<file path="src/asw_pkg.sv">
// Constants shared by the APB memory wrapper and its write buffer
package asw_pkg;
  localparam int ADDR_W = 6;
  localparam int DATA_W = 8;
  localparam int MEM_DEPTH = 64;
  localparam int FIFO_DEPTH = 16;
  localparam int APB_W = 32;
  localparam int NV_PAGE = 16;
  localparam logic [11:0] NV_BASE_ADDR = 12'h800;
  localparam logic [MEM_DEPTH-1:0] WRITTEN_RESET = {MEM_DEPTH{1'b0}};
  localparam logic [APB_W-1:0] PRDATA_RESET = 32'h0000_0000;
  localparam logic [ADDR_W+DATA_W-1:0] WORD_RESET = 14'h0000;
  typedef enum logic [1:0] {
    ASW_IDLE,
    ASW_RD_DATA,
    ASW_ACK
  } asw_state_type;
endpackage

</file>
<file path="src/asw_stream_if.sv">
// Valid/ready word carrier between wrapper and buffer
`timescale 1ns/1ps
interface asw_stream_if #(
  parameter int WIDTH = 14
);
  logic [WIDTH-1:0] data;
  logic valid;
  logic ready;
  modport tx (output data, output valid, input ready);
  modport rx (input data, input valid, output ready);
endinterface

</file>
<file path="src/asw_fifo.sv">
// Synchronous FIFO with valid/ready on both sides
`timescale 1ns/1ps
module asw_fifo #(
  parameter int WIDTH = 14,
  parameter int DEPTH = 16
) (
  input wire logic core_clk,
  input wire logic rst,
  asw_stream_if.rx in_s,
  asw_stream_if.tx out_s
);
  localparam int PW = $clog2(DEPTH);
  logic [WIDTH-1:0] mem [DEPTH];
  logic [PW:0] wr_ptr_reg;
  logic [PW:0] wr_ptr_next;
  logic [PW:0] rd_ptr_reg;
  logic [PW:0] rd_ptr_next;
  logic full;
  logic empty;
  logic push;
  logic pop;

  always_comb begin
    empty = (wr_ptr_reg == rd_ptr_reg);
    full = (wr_ptr_reg[PW] != rd_ptr_reg[PW]) && (wr_ptr_reg[PW-1:0] == rd_ptr_reg[PW-1:0]);
    push = in_s.valid && !full;
    pop = out_s.ready && !empty;
    wr_ptr_next = push ? wr_ptr_reg + 1'b1 : wr_ptr_reg;
    rd_ptr_next = pop ? rd_ptr_reg + 1'b1 : rd_ptr_reg;
    in_s.ready = !full;
    out_s.valid = !empty;
    out_s.data = mem[rd_ptr_reg[PW-1:0]];
  end

  always_ff @(posedge core_clk) begin
    if (rst) begin
      wr_ptr_reg <= '0;
      rd_ptr_reg <= '0;
    end else begin
      wr_ptr_reg <= wr_ptr_next;
      rd_ptr_reg <= rd_ptr_next;
    end
  end

  always_ff @(posedge core_clk) begin
    if (push) begin
      mem[wr_ptr_reg[PW-1:0]] <= in_s.data;
    end
  end
endmodule

</file>
<file path="src/asw_wrapper.sv">
// APB slave wrapper around a two-port 64x8 memory with init tracking
// How it works
// Memory read and write enables come from select, direction and enable.
// Ready stays low until the memory access is complete. Writes here get ready once the word is buffered, before it reaches the memory.
// Master keeps the bus idle, select low, when nothing is pending.
// Master holds select one setup cycle, then moves to access.
// Master raises enable; address, direction, select stay stable.
// While ready is low the master holds every transfer signal.
// After ready, master goes idle or straight to the next setup.
// First port only reads, second port only writes.
// Memory reads and writes take effect on a clock edge only.
// Initialization source holds 64 words of 8 bits.
// Master fetches the words from page 16, byte address 0x800.
// Memory contents are undefined until every location is written.
// Port-switch select rises once initialization completes.
// Init-complete is low from reset until every word is written.
// Memory is two-port, 64 words by 8 bits, wrapper on both ports.
// Low six address bits and low eight data bits are used.
// Read data is presented in the cycle ready is high.
// Writes pass through a small buffer so the bus answers in one cycle.
// Reads wait until that buffer is empty, so they never return stale data.
// The write port can be stalled; the bus then waits on a full buffer.
// Completion needs every location written once and the buffer drained.
// Write answer: ready one cycle after the access edge; read answer: two.
// Read data holds until the next read completes.
`timescale 1ns/1ps
module asw_wrapper
  import asw_pkg::*;
#(
  parameter int FIFO_D = asw_pkg::FIFO_DEPTH
) (
  input wire logic core_clk,
  input wire logic rst,
  input wire logic [asw_pkg::APB_W-1:0] paddr,
  input wire logic psel,
  input wire logic penable,
  input wire logic pwrite,
  input wire logic [asw_pkg::APB_W-1:0] pwdata,
  output logic [asw_pkg::APB_W-1:0] prdata,
  output logic pready,
  input wire logic wr_port_hold,
  output logic init_done,
  output logic port_sel
);
  import asw_pkg::*;

  // Buffered word: address above data
  localparam int WW = ADDR_W + DATA_W;

  // Carriers to and from the write buffer
  asw_stream_if #(.WIDTH(WW)) wr_in ();
  asw_stream_if #(.WIDTH(WW)) wr_out ();

  // Write buffer between the bus and the write port
  asw_fifo #(.WIDTH(WW), .DEPTH(FIFO_D)) u_fifo (
    .core_clk(core_clk),
    .rst(rst),
    .in_s(wr_in),
    .out_s(wr_out)
  );

  // Memory array and bus-side state
  logic [DATA_W-1:0] mem [MEM_DEPTH];
  asw_state_type state_reg;
  asw_state_type state_next;
  logic pready_reg;
  logic pready_next;
  logic [APB_W-1:0] prdata_reg;
  logic [APB_W-1:0] prdata_next;
  logic [DATA_W-1:0] ram_q_reg;
  logic [DATA_W-1:0] ram_q_next;

  // Completion tracking
  logic [MEM_DEPTH-1:0] written_reg;
  logic [MEM_DEPTH-1:0] written_next;
  logic done_reg;
  logic done_next;
  logic all_written;

  // Decoded bus controls
  logic access;
  logic wr_en;
  logic rd_en;
  logic [ADDR_W-1:0] bus_addr;
  logic [DATA_W-1:0] bus_wdata;

  // Write port, fed from the buffer
  logic mem_we;
  logic [ADDR_W-1:0] mem_waddr;
  logic [DATA_W-1:0] mem_wdata;
  // Read port, fed straight from the bus
  logic mem_re;
  logic [ADDR_W-1:0] mem_raddr;

  // Only the low address and data bits reach the memory; upper bits alias
  always_comb begin
    bus_addr = paddr[ADDR_W-1:0];
    bus_wdata = pwdata[DATA_W-1:0];
  end

  // Access phase of a fresh transfer, decoded from the bus controls
  always_comb begin
    access = psel && penable && (state_reg == ASW_IDLE);
    wr_en = access && pwrite && wr_in.ready;
    rd_en = access && !pwrite && !wr_out.valid;
  end

  // Writes enter the buffer so a stalled write port blocks writes only once the buffer is full, reads as soon as it holds a word
  always_comb begin
    wr_in.valid = wr_en;
    wr_in.data = {bus_addr, bus_wdata};
    wr_out.ready = !wr_port_hold;
  end

  // Second port only writes, draining the buffer
  always_comb begin
    mem_we = wr_out.valid && !wr_port_hold;
    mem_waddr = wr_out.data[WW-1:DATA_W];
    mem_wdata = wr_out.data[DATA_W-1:0];
  end

  // First port only reads, addressed by the bus
  always_comb begin
    mem_re = rd_en;
    mem_raddr = bus_addr;
  end

  // Bus handshake; reads wait for buffered writes so data is coherent
  always_comb begin
    state_next = state_reg;
    pready_next = 1'b0;
    prdata_next = prdata_reg;
    case (state_reg)
      ASW_IDLE: begin
        if (wr_en) begin
          state_next = ASW_ACK;
          pready_next = 1'b1;
        end else if (rd_en) begin
          state_next = ASW_RD_DATA;
        end
      end
      ASW_RD_DATA: begin
        prdata_next = {{(APB_W-DATA_W){1'b0}}, ram_q_reg};
        pready_next = 1'b1;
        state_next = ASW_ACK;
      end
      ASW_ACK: begin
        state_next = ASW_IDLE;
      end
      default: begin
        state_next = ASW_IDLE;
      end
    endcase
  end

  // One marker per location, set when its first write lands
  for (genvar i = 0; i < MEM_DEPTH; i++) begin : g_written
    assign written_next[i] = written_reg[i] || (mem_we && (mem_waddr == ADDR_W'(i)));
  end

  // Done only once every location is written and the buffer is empty
  always_comb begin
    all_written = &written_reg;
    done_next = done_reg || (all_written && !wr_out.valid);
  end

  // Bus handshake state
  always_ff @(posedge core_clk) begin
    if (rst) begin
      state_reg <= ASW_IDLE;
      pready_reg <= 1'b0;
      prdata_reg <= PRDATA_RESET;
    end else begin
      state_reg <= state_next;
      pready_reg <= pready_next;
      prdata_reg <= prdata_next;
    end
  end

  // Completion map and flag
  always_ff @(posedge core_clk) begin
    if (rst) begin
      written_reg <= WRITTEN_RESET;
      done_reg <= 1'b0;
    end else begin
      written_reg <= written_next;
      done_reg <= done_next;
    end
  end

  // Read data is captured on the edge that takes the read
  always_comb begin
    ram_q_next = ram_q_reg;
    if (mem_re) begin
      ram_q_next = mem[mem_raddr];
    end
  end

  // Holds between reads so the answer cycle still sees the word
  always_ff @(posedge core_clk) begin
    ram_q_reg <= ram_q_next;
  end

  // Write port takes effect on the clock edge only
  always_ff @(posedge core_clk) begin
    if (mem_we) begin
      mem[mem_waddr] <= mem_wdata;
    end
  end

  // Outputs are the registered values; nothing combinational reaches a pin
  always_comb begin
    prdata = prdata_reg;
    pready = pready_reg;
    init_done = done_reg;
    port_sel = done_reg;
  end
endmodule

</file>
<file path="config.mk">
export PLATFORM = sky130hd
export DESIGN_NAME = asw_wrapper
export DESIGN_NICKNAME = d
export VERILOG_FILES = /design/src/asw_pkg.sv /design/src/asw_stream_if.sv /design/src/asw_fifo.sv /design/src/asw_wrapper.sv
export SDC_FILE = /design/constraint.sdc
export NUM_CORES = 1
export LEC_CHECK = 0
export CORE_UTILIZATION = 40
export CTS_CLUSTER_SIZE = 40
export DETAILED_ROUTE_END_ITERATION = 16
export DONT_BUFFER_PORTS = 1
export GPL_ROUTABILITY_DRIVEN = 0
export GPL_TIMING_DRIVEN = 0
export REMOVE_ABC_BUFFERS = 1
export SYNTH_ARGS = -nofsm -noshare
export SYNTH_HDL_FRONTEND = slang
export SYNTH_SLANG_ARGS = --single-unit
</file>
<file path="constraint.sdc">
create_clock -name core_clk -period 4.05 [get_ports core_clk]
set_clock_uncertainty 0.05 [all_clocks]
set_input_delay 0.405 -clock core_clk [delete_from_list [all_inputs] [get_ports core_clk]]
set_output_delay 0.405 -clock core_clk [all_outputs]
set_load 0.02 [all_outputs]
</file>
; Yosys cells after proc, flatten, opt, wreduce, memory -nomap -nowiden
; Memories as Yosys holds them, arrays and structs flattened. A register that Yosys moved wholly into a read port is not among the register bits.
; Index checks and enable logic that the tools add are counted.
; Widths: inputs -> output; s select.
[classes]
n_addsub = 2
eq_ne = 68
n_mux = 11
reduce_logical = 146
[ops]
columns = operator, n
row1 = $eq 6x6->1 const B, 32
row2 = $eq 6x5->1 const B, 16
row3 = $logic_and 1x1->1, 74
row4 = $logic_or 1x1->1, 65
row5 = $reduce_and 64->1, 1
row6 = $eq 6x4->1 const B, 8
row7 = $eq 6x3->1 const B, 4
row8 = $eq 6x2->1 const B, 2
row9 = $add 5x1->5 const B, 2
row10 = $mux 4, 2
row11 = $eq 6x1->1 const B, 1
row12 = $logic_not 6->1, 1
row13 = $eq 5x5->1, 1
row14 = $mux 1, 5
row15 = $eq 4x4->1, 1
row16 = $logic_not 1->1, 4
row17 = $mux 2, 2
row18 = $pmux 2 s2, 1
row19 = $ne 3x2->1 const B, 1
row20 = $eq 2x1->1 const B, 1
row21 = $logic_not 2->1, 1
row22 = $pmux 1 s2, 1
row23 = $ne 1x1->1, 1
[totals]
regBits = 86
ramBits = 736
output_inout_bits = 35
memories = 2
[mem_list]
columns = memory, depth, width, rd, rd_ports_with_merged_regs, write_ports, line_no
row1 = mem, 64, 8, 1, 1, 1, asw_wrapper.sv:63  ; logic [DATA_W-1:0] mem [MEM_DEPTH];
row2 = u_fifo.mem, 16, 14, 1, 1, 1, asw_fifo.sv:13  ; logic [WIDTH-1:0] mem [DEPTH];

; Depth between registers and ports, before layout
[depth]
ltp_word = 7
mapped_depth = 9
ltp_nobuf = 5

; Cells and area by module
; From an unflattened synthesis, not the netlist that was laid out.
[unflattened]
hier_cells = 1668
area_unflattened_um2 = 32376.1
[by_module_without_submodules]
columns = module, n_inst, cells_each, area_per_inst_um2, seq_area_each_um2
row1 = asw_wrapper, 1, 1253, 22924.5, 17136.4
row2 = asw_fifo, 1, 415, 9451.6, 7006.7

; Least setup slack after synthesis
; No wires, ideal clock.
[synth_timing]
kind = register to register
start = register u_fifo.wr_ptr_reg[2]
end = memory u_fifo.mem[15][0], enable pin
setup_time_ns = 0.473
arrival_time_ns = 3.338
path_slack_ns = 0.189
path_stages_with_launch = 5
path_buffers = 1
cell_sequence = dfxtp_1 buf_2 xor2_1 nor4_2 a2111oi_0
[synth_via]
elab_chain_cells = 7
[synth_rtl]
columns = element, line_no
row1 = start: declaration, asw_fifo.sv:14  ; logic [PW:0] wr_ptr_reg;
row2 = start signal: assignment, asw_fifo.sv:40  ; wr_ptr_reg <= wr_ptr_next;
row3 = $eq 4x4->1, asw_fifo.sv:25  ; full = (wr_ptr_reg[PW] != rd_ptr_reg[PW]) && (wr_ptr_reg[PW-1:0] == rd_ptr_reg[PW-1:0]);
row4 = $logic_and 1x1->1, asw_fifo.sv:25
row5 = $logic_not 1->1, "asw_fifo.sv:26, asw_fifo.sv:30"
row6 = $logic_and 1x1->1, asw_wrapper.sv:104  ; wr_en = access && pwrite && wr_in.ready;
row7 = $logic_and 1x1->1, asw_fifo.sv:26  ; push = in_s.valid && !full;
row8 = $mux 1, asw_fifo.sv:46  ; if (push) begin
row9 = $mux 1 (not written as such), asw_fifo.sv:47  ; mem[wr_ptr_reg[PW-1:0]] <= in_s.data;
row10 = end: declaration, asw_fifo.sv:13
; Parallel ways exist; a longest one is shown, timed or not.

==> impl_summary.md <==
Yosys
For this run, asynchronously set or reset flops after synthesis account for 0%. The synthesized-area fraction occupied by xor and xnor cells is 0.379%. The distinct cell type count after synthesis is 45. The cell count after synthesis came out at 1614.

During synthesis, Yosys emitted a total of 0 warnings. Synthesis inferred 834 register bits. The summed instance area of the synthesized netlist is 0.0324 mm². The fraction of the mapped netlist area in compound gates is 2.65%. Measured against the total synthesized area, the mux share comes to 15.9%. The share of the yosys chip area belonging to registers is 74.6%. Yosys mapped a number of flops with a built-in enable equal to 744. The adder and majority gate portion of the synthesized area is 0.193%.

The mean post-synth cell area is 20.1 µm². The synthesized netlist devotes 3.63% of its cell area to simple gates. The prevailing post-synth register cell is sky130_fd_sc_hd__edfxtp_1.

The largest family of logic cells by synthesized area is multiplexers.

GRT
The maximum number of pins on one net before global-route repair is 130. Across every metal layer, demand over resource in global routing totals 17.8%. The number of antenna violations at the first check in global routing is 0.

Global routing finished with a remaining overflow of 0. The first global-routing pass estimated 106000 µm of wire. The number of global-route vias before repair is 15900.

Final layout
Leaving out fill and tap cells, the most frequent cells in the layout are sky130_fd_sc_hd__edfxtp_1 (744), sky130_fd_sc_hd__mux4_2 (207), sky130_fd_sc_hd__clkbuf_16 (91), sky130_fd_sc_hd__dfxtp_1 (87), sky130_fd_sc_hd__inv_1 (68). The count of fill cells added during filler insertion is 6514. 0 antenna diodes ended up in the layout. The final cell utilization of the core is 46.7%. The final instance area is 0.0372 mm².

Cells with a size suffix above 1 make up 29.1% of the layout. From synthesis to final layout, the design area changed by 14.7%. The net count of the finished layout is 1733. The most common cell after layout, fill and taps aside is sky130_fd_sc_hd__edfxtp_1.

The register with the most flip-flops in the layout has 512 of them.

Floorplan
During I/O placement, the number of pins put on the boundary was 105. The die is 287 µm tall. The core region is 0.0795 mm².

The die covers 0.0821 mm². The number of rows created at floorplan is 103. The initial cell density of the core is 40.7%. The die is 287 µm wide.

Run status
The final reports fail on setup timing. The flow ran to the end, but the final reports show violations.

Setup path
The worst register-to-register path has a depth of 6. The capturing point of the worst reg2reg path is mem[22][1]. For flop-to-flop paths, the worst setup slack is -0.02 ns. STA puts the critical path data required time at 4.26 ns. By startpoint and endpoint, the worst setup path is classified as flop to flop. The most critical setup path has its endpoint at mem[22][1]. The arrival time of the worst setup path is 4.27 ns. STA classifies the critical path endpoint as a flop.

In this run the worst path has a maximum fanout of 34. The type of origin of the critical path is a flop.

Drt
The number of iterations in the first detailed-routing pass is 5. The detailed router finished its first iteration with 1397 violations. After detailed routing, the number of remaining DRC violations is 0. Once detail routing completed, the nets flagged for antenna violations numbered 0. The total vias in the final route is 15400. The via-per-instance ratio is 5.55. The wire length per cell is 25.8 µm. The total wire length after detailed routing is 71800 µm.

CTS
The clock tree synthesis step divided the H-tree into 3 levels. Buffers inserted during clock tree synthesis total 87. The tree is rooted in a sky130_fd_sc_hd__clkbuf_16. TritonCTS built the clock tree. For the worst-skew pair, the clock arrives at the later sink with an insertion delay of 0.63 ns.

The number of clock sinks is 834. Clock-pin slew was measured on the worst setup and hold paths at 0.06 ns. The worst-case clock buffer depth is 3.

STA
The final critical path takes up 100% of the cycle. Based on the critical path, the design can be clocked at up to 246 MHz. For the pin with the worst max-slew slack, the measured transition is 1.35 ns. Setup repair after global routing could not meet its margin everywhere. Setup violations remaining at the end of the flow were counted as 18. The final-report hold violation count is 0. The count of pins over their slew limit came to 0. Headroom to the max-slew limit came out at 10.1%.

The smallest setup slack after layout is -0.0180 ns. For the finished layout, the period the worst path requires is 4.07 ns.

Hold path
The worst hold path cell count is 2. The path class of the tightest hold or removal check is primary input to flop.

Pwr
The total power density per cell area is 495 mW/mm². The design draws 18.4 mW. The worst-case IR drop observed on VDD is 0.369 mV.

The leakage power of the design is 11.2 nW.

Placed design
The count of port buffers added during placement is 0. Detailed placement ended at an HPWL of 40800 µm. After detailed placement, the total cell area comes to 0.0336 mm².

Run
The reported max-cap violation count is 0.
[critical path, stage by stage (launching register included)]
cell	delay, ns
sky130_fd_sc_hd__dfxtp_4	0.68
sky130_fd_sc_hd__buf_16	0.32
sky130_fd_sc_hd__mux4_2	0.60
sky130_fd_sc_hd__nand2_1	0.12
sky130_fd_sc_hd__and4_1	0.57
sky130_fd_sc_hd__nand3_2	0.66
sky130_fd_sc_hd__nor2_2	0.65
[per-stage QoR]
| step | hold WS (ns) | setup WS [ns] | cells | TNS, ns |
|---|---|---|---|---|
| 6_report | 0.0341 | -0.0180 | 2779 | -0.139 |
| 5_1_grt | 0.0204 | -0.207 | 2779 | -21.27 |
| 4_1_cts | 0.00131 | -0.154 | 2779 | -46.62 |
| 3_5_place_dp | 0.411 | -1.11 | 2596 | -234.30 |
| 3_3_place_gp | 0.393 | -3.17 | 2571 | -2493.96 |
| 2_1_floorplan | 0.384 | -0.884 | 1521 | -501.80 |
[area by class of cell]
cell class,instances,area (µm²),share of cell area [%]
Sequential cell,834,24100,65.0
Multi-Input combinational cell,619,7980,21.5
Clock buffer,111,2370,6.37
Tap cell,1050,1310,3.54
Timing Repair Buffer,48,636,1.71
Clock inverter,49,460,1.24
Inverter,68,255,0.687
[synthesized netlist by cell type, types with 28 or more instances]
library cell	number	share of area (%)
sky130_fd_sc_hd__buf_2	33	0.51
sky130_fd_sc_hd__buf_4	31	0.72
sky130_fd_sc_hd__clkbuf_1	47	0.54
sky130_fd_sc_hd__dfxtp_1	90	5.6
sky130_fd_sc_hd__edfxtp_1	744	69
sky130_fd_sc_hd__inv_1	68	0.79
sky130_fd_sc_hd__mux2i_1	28	0.87
sky130_fd_sc_hd__mux4_2	214	15
sky130_fd_sc_hd__nand2_1	31	0.36
sky130_fd_sc_hd__nor2_1	104	1.2
sky130_fd_sc_hd__o22ai_1	34	0.66
sky130_fd_sc_hd__o22ai_2	28	1.1
[report_power, final]
| part | switching, mW | internal (mW) | leakage [nW] |
|---|---|---|---|
| clock | 3.23 | 4.64 | 1.38 |
| combinational | 0.615 | 0.356 | 2.44 |
| sequential | 0.0374 | 9.50 | 7.42 |
[how the worst min path moves through the flow]
stage | from | endpoint
after global placement | written_reg[48] | written_reg[48]
after CTS | paddr[5] | ram_q_reg[4]
after detailed placement | written_reg[24] | written_reg[24]
final | paddr[5] | ram_q_reg[5]
after global routing | paddr[5] | ram_q_reg[4]
after floorplan | written_reg[32] | written_reg[32]
[layer usage]
layer	GRT usage [%]	share of wire, %	vias to the layer above
met5	0	0	-
met4	5.88	2.5	0
met3	3.72	6.1	99
met2	28.7	50	448
met1	24.1	42	8271
li1	-	-	6618
[cell families (layout without fill, tap and decap cells)]
| family | count (synthesis) | count (layout) |
|---|---|---|
| AOI/OAI and AO/OA | 101 | 101 |
| muxes | 247 | 247 |
| DFF | 834 | 834 |
| adders and majority gates | 5 | 5 |
| other | 1 | 24 |
| xor gates and xnor gates | 14 | 14 |
| and+or+nand+nor | 228 | 228 |
| buffers and inverters | 184 | 276 |
[what timing repair did]
| action | 4_1_cts | 5_1_grt |
|---|---|---|
| setup endpoints to repair | 510 | 457 |
| endpoints found under the hold margin | 317 | 0 |
| setup buffers | 4 | 0 |
| hold buffers | 19 | 0 |
| pin swaps | 2 | 0 |
| resized for setup | 70 | 45 |
Power figures use the tool's default switching activity.
